`config.mk`:
```
export PLATFORM = sky130hd
export DESIGN_NAME = csalo_core
export DESIGN_NICKNAME = d
export VERILOG_FILES = /design/src/core/csalo_pkg.sv /design/src/core/csalo_core.sv
export SDC_FILE = /design/constraint.sdc
export NUM_CORES = 1
export LEC_CHECK = 0
export ABC_AREA = 1
export CAP_MARGIN = 20
export CORE_UTILIZATION = 70
export DETAILED_ROUTE_END_ITERATION = 12
export DONT_BUFFER_PORTS = 1
export PLACE_DENSITY = 0.86
export SYNTH_ARGS = -nofsm -noshare
export SYNTH_HDL_FRONTEND = slang
export SYNTH_SLANG_ARGS = --single-unit
```
`constraint.sdc`:
```
create_clock -name mclk -period 3.6 [get_ports mclk]
set_input_delay 0.36 -clock mclk [delete_from_list [all_inputs] [get_ports mclk]]
set_output_delay 0.36 -clock mclk [all_outputs]
set_load 0.03 [all_outputs]
```
`src/core/csalo_pkg.sv`:
```
// Purpose: Constants for cursor advance and layer overlay control
// Assumes: Host register port with byte data and 16-bit address
// Notes:   All offsets, fields and command codes live here
package csalo_pkg;
    localparam logic [15:0] ADDR_DIR      = 16'h8017;
    localparam logic [15:0] ADDR_OVL      = 16'h8018;
    localparam logic [7:0]  DIR_RESET     = 8'h00;
    localparam logic [7:0]  OVL_RESET     = 8'h00;
    localparam logic [7:0]  CMD_DIR_RIGHT = 8'h4c;
    localparam logic [7:0]  CMD_DIR_LEFT  = 8'h4d;
    localparam logic [7:0]  CMD_DIR_UP    = 8'h4e;
    localparam logic [7:0]  CMD_DIR_DOWN  = 8'h4f;
    localparam logic [7:0]  CMD_OVERLAY   = 8'h5b;
    localparam int          OVL_THREE_BIT = 4;
    localparam int          OVL_BLK3_BIT  = 3;
    localparam int          OVL_BLK1_BIT  = 2;
    localparam logic [1:0]  DIR_RIGHT     = 2'h0;
    localparam logic [1:0]  DIR_LEFT      = 2'h1;
    localparam logic [1:0]  DIR_UP        = 2'h2;
    localparam logic [1:0]  DIR_DOWN      = 2'h3;
    localparam logic [1:0]  MIX_OR        = 2'h0;
    localparam logic [1:0]  MIX_XOR       = 2'h1;
    localparam logic [1:0]  MIX_AND       = 2'h2;
    localparam logic [1:0]  MIX_RESERVED  = 2'h3;
    localparam logic [7:0]  DIR_MASK      = 8'h03;
    localparam logic [7:0]  OVL_MASK      = 8'h1f;
endpackage : csalo_pkg

```
`src/core/csalo_core.sv`:
```
// Purpose: Cursor advance direction and layer overlay composition
// Assumes: Host port already on mclk; pixels arrive on mclk
// Notes:   One packed state struct, registered once per cycle
`timescale 1ns/100ps
// Overview of operation
// - Each display memory read or write advances cursor address in set direction.
// - Left/right moves one address; up/down moves by horizontal pitch.
// - Direction field: 0 right, 1 left, 2 up, 3 down.
// - Indirect commands 4C to 4F carry direction in the code.
// - Overlay bit 4 selects two layers at 0, three at 1.
// - Overlay bit 3 sets block 3 text at 0, graphics at 1.
// - Overlay bit 2 sets block 1 text at 0, graphics at 1.
// - Blocks 2 and 4 always render as graphics.
// - Method 0 outputs OR of all three layers.
// - Method 1 outputs first XOR second, ORed with third.
// - Method 2 outputs first AND second, ORed with third; 3 reserved.
// - One composition method applies per layer across split blocks.
// - Indirect overlay command parameter loads the overlay register.
// - First layer text or graphics; text first layer disables third.
module csalo_core #(
    parameter int PITCH_W = 16
) (
    input  wire logic               mclk,
    input  wire logic               nrst,
    input  wire logic               reg_wr,
    input  wire logic               reg_rd,
    input  wire logic [15:0]        reg_addr,
    input  wire logic [7:0]         reg_wdata,
    output logic      [7:0]         reg_rdata,
    input  wire logic               cmd_wr,
    input  wire logic [7:0]         cmd_code,
    input  wire logic               param_wr,
    input  wire logic [7:0]         param_data,
    input  wire logic               cursor_load,
    input  wire logic [15:0]        cursor_load_val,
    input  wire logic               mem_access,
    input  wire logic [PITCH_W-1:0] addr_pitch,
    output logic      [15:0]        cursor_addr,
    input  wire logic [1:0]         screen_block,
    input  wire logic               first_layer,
    input  wire logic               second_layer,
    input  wire logic               third_layer,
    output logic                    pixel_out,
    output logic                    block_graphics,
    output logic                    three_layer_select,
    output logic                    third_layer_active
);
    typedef struct packed {
        logic [7:0]  dir;
        logic [7:0]  ovl;
        logic        ovl_pend;
        logic [15:0] cur;
        logic        pix;
        logic        gfx;
        logic [7:0]  rdata;
    } csalo_state_t;

    csalo_state_t st_q;
    csalo_state_t st_d;
    logic         rst_n;
    logic         sync_q1;
    logic         sync_q2;

    always_ff @(posedge mclk or negedge nrst) begin
        if (!nrst) begin
            sync_q1 <= 1'b0;
            sync_q2 <= 1'b0;
        end else begin
            sync_q1 <= 1'b1;
            sync_q2 <= sync_q1;
        end
    end
    assign rst_n = sync_q2;

    function automatic logic compose(input logic [1:0] m, input logic a, input logic b, input logic c);
        unique case (m)
            csalo_pkg::MIX_OR:  compose = a | b | c;
            csalo_pkg::MIX_XOR: compose = (a ^ b) | c;
            csalo_pkg::MIX_AND: compose = (a & b) | c;
            default:            compose = 1'b0;
        endcase
    endfunction : compose

    function automatic logic reg_hit(input logic stb, input logic [15:0] a, input logic [15:0] t);
        reg_hit = stb && (a == t);
    endfunction : reg_hit

    logic       l3_use;
    logic [1:0] mix;

    always_comb begin
        st_d = st_q;
        mix  = st_q.ovl[1:0];
        if (reg_hit(reg_wr, reg_addr, csalo_pkg::ADDR_DIR))
            st_d.dir = reg_wdata & csalo_pkg::DIR_MASK;
        if (reg_hit(reg_wr, reg_addr, csalo_pkg::ADDR_OVL))
            st_d.ovl = reg_wdata & csalo_pkg::OVL_MASK;
        if (cmd_wr) begin
            st_d.ovl_pend = (cmd_code == csalo_pkg::CMD_OVERLAY);
            if (cmd_code[7:2] == csalo_pkg::CMD_DIR_RIGHT[7:2])
                st_d.dir = {6'h00, cmd_code[1:0]};
        end else if (param_wr && st_q.ovl_pend) begin
            st_d.ovl      = param_data & csalo_pkg::OVL_MASK;
            st_d.ovl_pend = 1'b0;
        end
        if (cursor_load)
            st_d.cur = cursor_load_val;
        else if (mem_access) begin
            unique case (st_q.dir[1:0])
                csalo_pkg::DIR_RIGHT: st_d.cur = st_q.cur + 16'h0001;
                csalo_pkg::DIR_LEFT:  st_d.cur = st_q.cur - 16'h0001;
                csalo_pkg::DIR_UP:    st_d.cur = st_q.cur - 16'(addr_pitch);
                csalo_pkg::DIR_DOWN:  st_d.cur = st_q.cur + 16'(addr_pitch);
            endcase
        end
        unique case (screen_block)
            2'h0:    st_d.gfx = st_q.ovl[csalo_pkg::OVL_BLK1_BIT];
            2'h2:    st_d.gfx = st_q.ovl[csalo_pkg::OVL_BLK3_BIT];
            default: st_d.gfx = 1'b1;
        endcase
        // Third layer only with three layers and a graphics first layer
        l3_use = st_q.ovl[csalo_pkg::OVL_THREE_BIT] & st_q.ovl[csalo_pkg::OVL_BLK1_BIT];
        st_d.pix = compose(mix, first_layer, second_layer, third_layer & l3_use);
        if (reg_hit(reg_rd, reg_addr, csalo_pkg::ADDR_DIR))
            st_d.rdata = st_q.dir;
        else if (reg_hit(reg_rd, reg_addr, csalo_pkg::ADDR_OVL))
            st_d.rdata = st_q.ovl;
        else
            st_d.rdata = 8'h00;
    end

    always_ff @(posedge mclk or negedge rst_n) begin
        if (!rst_n) begin
            st_q       <= '0;
            st_q.dir   <= csalo_pkg::DIR_RESET;
            st_q.ovl   <= csalo_pkg::OVL_RESET;
        end else begin
            st_q <= st_d;
        end
    end

    assign reg_rdata          = st_q.rdata;
    assign cursor_addr        = st_q.cur;
    assign pixel_out          = st_q.pix;
    assign block_graphics     = st_q.gfx;
    assign three_layer_select = st_q.ovl[csalo_pkg::OVL_THREE_BIT];
    assign third_layer_active = st_q.ovl[csalo_pkg::OVL_THREE_BIT] & st_q.ovl[csalo_pkg::OVL_BLK1_BIT];

    // Cursor advance checks
    a_right_step: assert property (@(posedge mclk) disable iff (!rst_n)
        mem_access && !cursor_load && st_q.dir[1:0] == 2'h0 |=> cursor_addr == $past(cursor_addr) + 16'h0001)
        else $error("Right advance wrong");
    a_left_step: assert property (@(posedge mclk) disable iff (!rst_n)
        mem_access && !cursor_load && st_q.dir[1:0] == 2'h1 |=> cursor_addr == $past(cursor_addr) - 16'h0001)
        else $error("Left advance wrong");
    a_up_step: assert property (@(posedge mclk) disable iff (!rst_n)
        mem_access && !cursor_load && st_q.dir[1:0] == 2'h2
        |=> cursor_addr == $past(cursor_addr) - 16'($past(addr_pitch)))
        else $error("Up advance wrong");
    a_down_step: assert property (@(posedge mclk) disable iff (!rst_n)
        mem_access && !cursor_load && st_q.dir[1:0] == 2'h3
        |=> cursor_addr == $past(cursor_addr) + 16'($past(addr_pitch)))
        else $error("Down advance wrong");
    a_hold_idle: assert property (@(posedge mclk) disable iff (!rst_n)
        !mem_access && !cursor_load |=> $stable(cursor_addr))
        else $error("Cursor moved without access");
    a_load_wins: assert property (@(posedge mclk) disable iff (!rst_n)
        cursor_load |=> cursor_addr == $past(cursor_load_val))
        else $error("Cursor load not taken");

    // Register and command checks
    a_dir_masked: assert property (@(posedge mclk) disable iff (!rst_n)
        reg_wr && reg_addr == csalo_pkg::ADDR_DIR && !cmd_wr
        |=> st_q.dir == ($past(reg_wdata) & csalo_pkg::DIR_MASK))
        else $error("Direction write wrong");
    a_cmd_right: assert property (@(posedge mclk) disable iff (!rst_n)
        cmd_wr && cmd_code == csalo_pkg::CMD_DIR_RIGHT |=> st_q.dir == 8'h00)
        else $error("Right command not taken");
    a_cmd_dir: assert property (@(posedge mclk) disable iff (!rst_n)
        cmd_wr && cmd_code == 8'h4e |=> st_q.dir == 8'h02)
        else $error("Up command not taken");
    a_cmd_down: assert property (@(posedge mclk) disable iff (!rst_n)
        cmd_wr && cmd_code == csalo_pkg::CMD_DIR_DOWN |=> st_q.dir == 8'h03)
        else $error("Down command not taken");
    a_ovl_param: assert property (@(posedge mclk) disable iff (!rst_n)
        st_q.ovl_pend && param_wr && !cmd_wr |=> st_q.ovl == ($past(param_data) & 8'h1f))
        else $error("Overlay parameter not taken");
    a_param_disarm: assert property (@(posedge mclk) disable iff (!rst_n)
        st_q.ovl_pend && param_wr && !cmd_wr |=> !st_q.ovl_pend)
        else $error("Overlay command still armed");
    a_read_dir: assert property (@(posedge mclk) disable iff (!rst_n)
        reg_rd && reg_addr == csalo_pkg::ADDR_DIR |=> reg_rdata == $past(st_q.dir))
        else $error("Direction read wrong");
    a_read_ovl: assert property (@(posedge mclk) disable iff (!rst_n)
        reg_rd && reg_addr == csalo_pkg::ADDR_OVL |=> reg_rdata == $past(st_q.ovl))
        else $error("Overlay read wrong");

    // Block mode and composition checks
    a_block_even: assert property (@(posedge mclk) disable iff (!rst_n)
        screen_block[0] |=> block_graphics)
        else $error("Blocks 2 and 4 not graphics");
    a_block_one: assert property (@(posedge mclk) disable iff (!rst_n)
        screen_block == 2'h0 |=> block_graphics == $past(st_q.ovl[2]))
        else $error("Block 1 mode wrong");
    a_block_three: assert property (@(posedge mclk) disable iff (!rst_n)
        screen_block == 2'h2 |=> block_graphics == $past(st_q.ovl[3]))
        else $error("Block 3 mode wrong");
    a_mix_xor: assert property (@(posedge mclk) disable iff (!rst_n)
        st_q.ovl[1:0] == 2'h1 && !third_layer |=> pixel_out == ($past(first_layer) ^ $past(second_layer)))
        else $error("XOR composition wrong");
    a_mix_and: assert property (@(posedge mclk) disable iff (!rst_n)
        st_q.ovl[1:0] == 2'h2 && !third_layer |=> pixel_out == ($past(first_layer) & $past(second_layer)))
        else $error("AND composition wrong");
    a_mix_or: assert property (@(posedge mclk) disable iff (!rst_n)
        st_q.ovl[1:0] == 2'h0 && first_layer |=> pixel_out)
        else $error("OR composition wrong");
    a_third_gate: assert property (@(posedge mclk) disable iff (!rst_n)
        !third_layer_active && st_q.ovl[1:0] == 2'h0 && !first_layer && !second_layer
        |=> !pixel_out)
        else $error("Third layer not suppressed");
    a_third_pass: assert property (@(posedge mclk) disable iff (!rst_n)
        third_layer_active && third_layer && st_q.ovl[1:0] != 2'h3 |=> pixel_out)
        else $error("Third layer not shown");

    // Reset check
    a_reset_clear: assert property (@(posedge mclk) disable iff (!rst_n)
        $rose(rst_n) |-> st_q.dir == csalo_pkg::DIR_RESET && st_q.ovl == csalo_pkg::OVL_RESET)
        else $error("Registers not cleared by reset");
endmodule : csalo_core

```
After elaboration in Yosys (flattened, before gate mapping)
Index checks and enable logic that the tools add are counted.

Add/subtract/negate cells: 4. Muxes and demuxes: 14. Bitwise logic cells: 8. Reductions and logical operators: 10. Eq/ne operators: 10.

Operator list (count): $pmux 16 s4 (1); $mux 8 (7); $eq 16x16->1 const B (2); $mux 16 (2); $add 16x1->16 const B (1); $add 16x16->16 (1); $sub 16x1->16 const B (1); $sub 16x16->16 (1); $mux 9 (1); $eq 2x2->1 const B (4); $eq 8x7->1 const B (1); $eq 6x5->1 const B (1); $logic_not 2->1 (3); $logic_and 1x1->1 (5); $eq 2x1->1 const B (2); $or 1x1->1 (4); $reduce_bool 2->1 (2); $and 1x1->1 (3); $pmux 1 s3 (1); $pmux 1 s2 (1); $mux 1 (1); $xor 1x1->1 (1).

Input bits: 85. Bits in registers: 45. Word-level logic and storage cells: 55.

Logic depth before layout (Yosys ltp)
Word-level depth: 5. Depth in mapped cells: 20.

Worst setup path after synthesis
No wires, ideal clock.

Path type: in2reg. From: input port addr_pitch[0]. To: register st_q, in the netlist cursor_addr[15]. Path buffers: 0. Path slack: 1.311 ns. Stages: 19. Data arrival time: 2.168 ns. Library setup time: 0.121 ns. Cells stage by stage: inv_1 > ha_1 > nand4_1 > nor2_1 > nand2_1 > nor2_1 > nand2_1 > nand2_1 > nand2_1 > nand2_1 > inv_1 > ha_1 > nand2_1 > nor3_1 > nand2_1 > nand3_1 > nand2_1 > nand3_1 > nand2_1.

Cells in the longest elaborated chain, start to end: 4. Elaborated cells on any way between the ends: 5. Those cells by class: add/sub: 2; mux: 3.

Ends and longest elaborated chain: start: declaration (line csalo_core.sv:37) `input wire logic [PITCH_W-1:0] addr_pitch,`; $add 16x16->16 or $sub 16x16->16 (tied branches) (line csalo_core.sv:113, csalo_core.sv:112); $pmux 16 s4 * (line csalo_core.sv:109) `unique case (st_q.dir[1:0])`; $mux 16 * (line csalo_core.sv:108) `else if (mem_access) begin`; $mux 16 * (line csalo_core.sv:106) `if (cursor_load)`; end signal: assignment (line csalo_core.sv:138) `st_q <= st_d;`; end: declaration (line csalo_core.sv:58) `csalo_state_t st_q;`.

Mark *: on every way between the ends. The rest lies on a longest branch, timed or not. The select of a mux whose other input is x is not followed. A chain may end at the register's enable or synchronous reset.

Final worst setup path
From: register st_q[36] in the netlist's numbering. To: register st_q, in the netlist cursor_addr[11].

Cells in the longest elaborated chain, start to end: 4. Elaborated cells on any way between the ends: 7. Those cells by class: eq/ne: 3; mux: 3; reduce/logical: 1.

Ends and longest elaborated chain (line): $eq 2x2->1, or another cell as far along (csalo_core.sv:109); $pmux 16 s4 * (csalo_core.sv:109); $mux 16 * (csalo_core.sv:108); $mux 16 * (csalo_core.sv:106).

Marks and branches as above.

==> flow_summary.toml <==
[floorplan]
design.die.area_um2 = 5390
die_h_um = 73.4
start_util_pct = 74.1
core_um2 = 4820
die_w_um = 73.4
io_pins = 113
rows = 25

[routing]
drtAntennaViolNets = 0
viasPerCell = 5.62
routed_wirelength_mm = 7.98
drtIter0Drc = 171
dr.pass1.iters = 4
via_count = 3111
detail_route.wl_per_cell_um = 14.4
drc = 0

[pwr]
ir_worst_vdd_mv = 0.347
leakagePower_uw = 0.00193
pwr_density_cell_nw_per_um2 = 408

[placed_design]
numPortBuffers = 0
globalplace.congestion = 0.934
hpwlAfterDp_mm = 6.25

[timing]
relSlewSlack_pct = 36.1
fin_skew_ns = 0.00945
tightest_slew_ns = 0.958
grt_setup_unrepaired = "false"
finalMaxSlewViolations = 0
final.min_clock_period_ns = 2.83
finalHoldViolations = 0
finalCritPeriodShare_pct = 78.7
tns_ns = 0
max_freq_ghz = 0.353
finalSetupViolCount = 0

[finish]
fill_cells = 420
diodes = 0
synthToLayoutAreaGrowth_pct = -0.911
nets = 593
drive_gt1_share_pct = 5.13
final_core_util_pct = 73.5

[critical_path]
cp_max_fo = 14
critPathLaunchType = "flip-flop"
required_ns = 3.80
endpoint_kind = "flip-flop"
critical_path_arrival_ns = 3.03
criticalPathCategory = "flip-flop to flip-flop"

[run_status]
status = "finished, final reports clean"

[logic_synthesis]
synth_area_per_cell_um2 = 7.00
synth_edf_count = 0
synth.distinct_cells = 38
synthFlopType = "dfrtp_1"
synth_seq_area_share_pct = 31.5
synthCells = 510
syn_nets = 617
syn_area_um2 = 3570
yosysWarnings = 0
synthArstFlopShare_pct = 100
synth-seq-cells = 45

[clock_network]
cts_sinks = 45
cts-root-buf = "clkbuf_8"
cts.clk_slew.worst_paths_ns = 0.10
clock_latency_ns = 0.31
cts-buffers-inserted = 5
cts_tree = "yes"
htreeDepth = 2
clk_path_buf_depth = 2

[global_route]
grt_pass1_wl_mm = 13.1
grt_start_max_net_pins = 44
track_usage_pct = 31.5
grt_pass1_vias = 3004
antenna_found_initial = 0
grt-ovfl-total = 0

[worst_hold_path]
hold_class = "input pin to flip-flop"

[job]
drv_cap = 0
## per-stage QoR
stage	instances	power, µW	hold WS [ns]	setup WS, ns	instance area [µm²]
final	554	1440	0.149	0.768	3540
after global routing	554	1550	0.138	0.503	3540
after CTS	554	1440	0.143	0.808	3540
after detailed placement	545	1100	0.0645	0.823	3430
after global placement	545	1080	0.0644	0.924	3430
after floorplan	510	1050	0.0644	1.31	3570
## cell families (layout without fill, tap and decap cells)
| group | count (synthesis) | count (layout) | share of synthesized area [%] |
|---|---|---|---|
| flops | 45 | 45 | 31.5 |
| buf+inv | 116 | 93 | 15.1 |
| fa+ha+maj | 22 | 22 | 7.92 |
| xor+xnor | 16 | 16 | 3.92 |
| compound gates | 80 | 80 | 13.4 |
| other cells | 1 | 1 | 0.105 |
| simple gates | 230 | 230 | 28.1 |
## layout by cell type, fill, tap and decap left out, types with 5 or more instances in the layout
cell type  instances
dfrtp_1           44
a22oi_1           11
nand4_1            5
a21oi_1           19
clkbuf_8           5
xor2_1            11
o22ai_1            8
ha_1              21
o21ai_0           21
nand2_1          118
inv_1             82
nand3b_1           5
o211ai_1           5
nand3_1           38
nor2_2             5
xnor2_1            5
nor2_1            46
o21ai_1            8
## worst max-delay path, stage by stage, from the launching register on
cell     delay [ns]
dfrtp_1        0.63
inv_2          0.22
o21ai_0        0.32
o21ai_0        0.17
xor2_1         0.18
ha_1           0.37
nand2_1        0.11
nor2_1         0.13
nand3_1        0.08
nand2_1        0.18
nand2_1        0.08
nand2_1        0.10
nand2_1        0.05
nand2_1        0.05
o21ai_1        0.05
## timing repair
| action | in CTS | in global routing |
|---|---|---|
| setup buffers | 0 | 0 |
| hold endpoints to repair | 2 | 0 |
| resized for setup | 0 | 0 |
| hold buffers | 1 | 0 |
## synthesized netlist by cell type, drive strengths merged (2+ instances only)
master    n  area [µm²]
o22ai     8        50.1
nor3      3        15.0
buf      29         211
o21ai    30         154
nand3    39         200
a22oi    11        82.6
o21bai    2        15.0
nand3b    5        37.5
nand4     5        31.3
a21oi    19        95.1
xor2     11        96.3
ha       21         263
o211ai    6        50.1
xnor2     5        43.8
clkbuf    3        11.3
nor2     54         238
dfrtp    45        1130
nand2   119         449
and2      2        12.5
or2       2        12.5
inv      84         315
## power by group
part / leakage, µW / total (µW) / internal, µW / switching [µW]
Clock: 0.0000495 / 345 / 145 / 200
Combinational: 0.00132 / 456 / 171 / 284
Sequential: 0.000568 / 643 / 536 / 106
Total: 0.00193 / 1440 / 852 / 591
## path summary, 6_finish.rpt
kind | startpoint | endpoint | slack, ns | cells past startpoint
worst max register to register | st_q[36]$_DFF_PN0_ | cursor_addr[11]$_DFFE_PN0P_ | 0.77 | 14
max in group asynchronous | rst_n$_DFF_PN0_ | reg_rdata[2]$_DFF_PN0_ | 2.57 | 0
worst min register to register | sync_q1$_DFF_PN0_ | rst_n$_DFF_PN0_ | 0.36 | 0
worst max-delay path | st_q[36]$_DFF_PN0_ | cursor_addr[11]$_DFFE_PN0P_ | 0.77 | 14
worst min-delay path | param_wr | st_q[26]$_DFFE_PN0P_ | 0.15 | 1
min in group asynchronous | nrst | rst_n$_DFF_PN0_ | 0.27 | 1
## flip-flops by register name, indices dropped and copies added, names as in the netlist
signal and cells:
reg_rdata 8, pixel_out 1, three_layer_select 1, block_graphics 1, rst_n 1, st_q 14, mix 2, cursor_addr 16
sync_q1 1
## cell type report
type	instances	area [µm²]	area share, %
timing repair buffer	1	10.0	0.283
sequential	45	1130	31.9
tap	67	83.8	2.37
clock buffer	5	68.8	1.94
clock inverter	3	26.3	0.743
multi-input combinational	349	1910	53.9
inverter	84	315	8.91
## routing by layer
layer	wire length (µm)	share of wire, %	vias up	track usage, %
met5	0	0	-	0
met4	104	1.3	0	8.55
met3	443	5.6	10	7.54
met2	4160	52	102	58.4
met1	3270	41	1434	36.1
li1	-	-	1565	-
(Power assumes the default switching activity.)
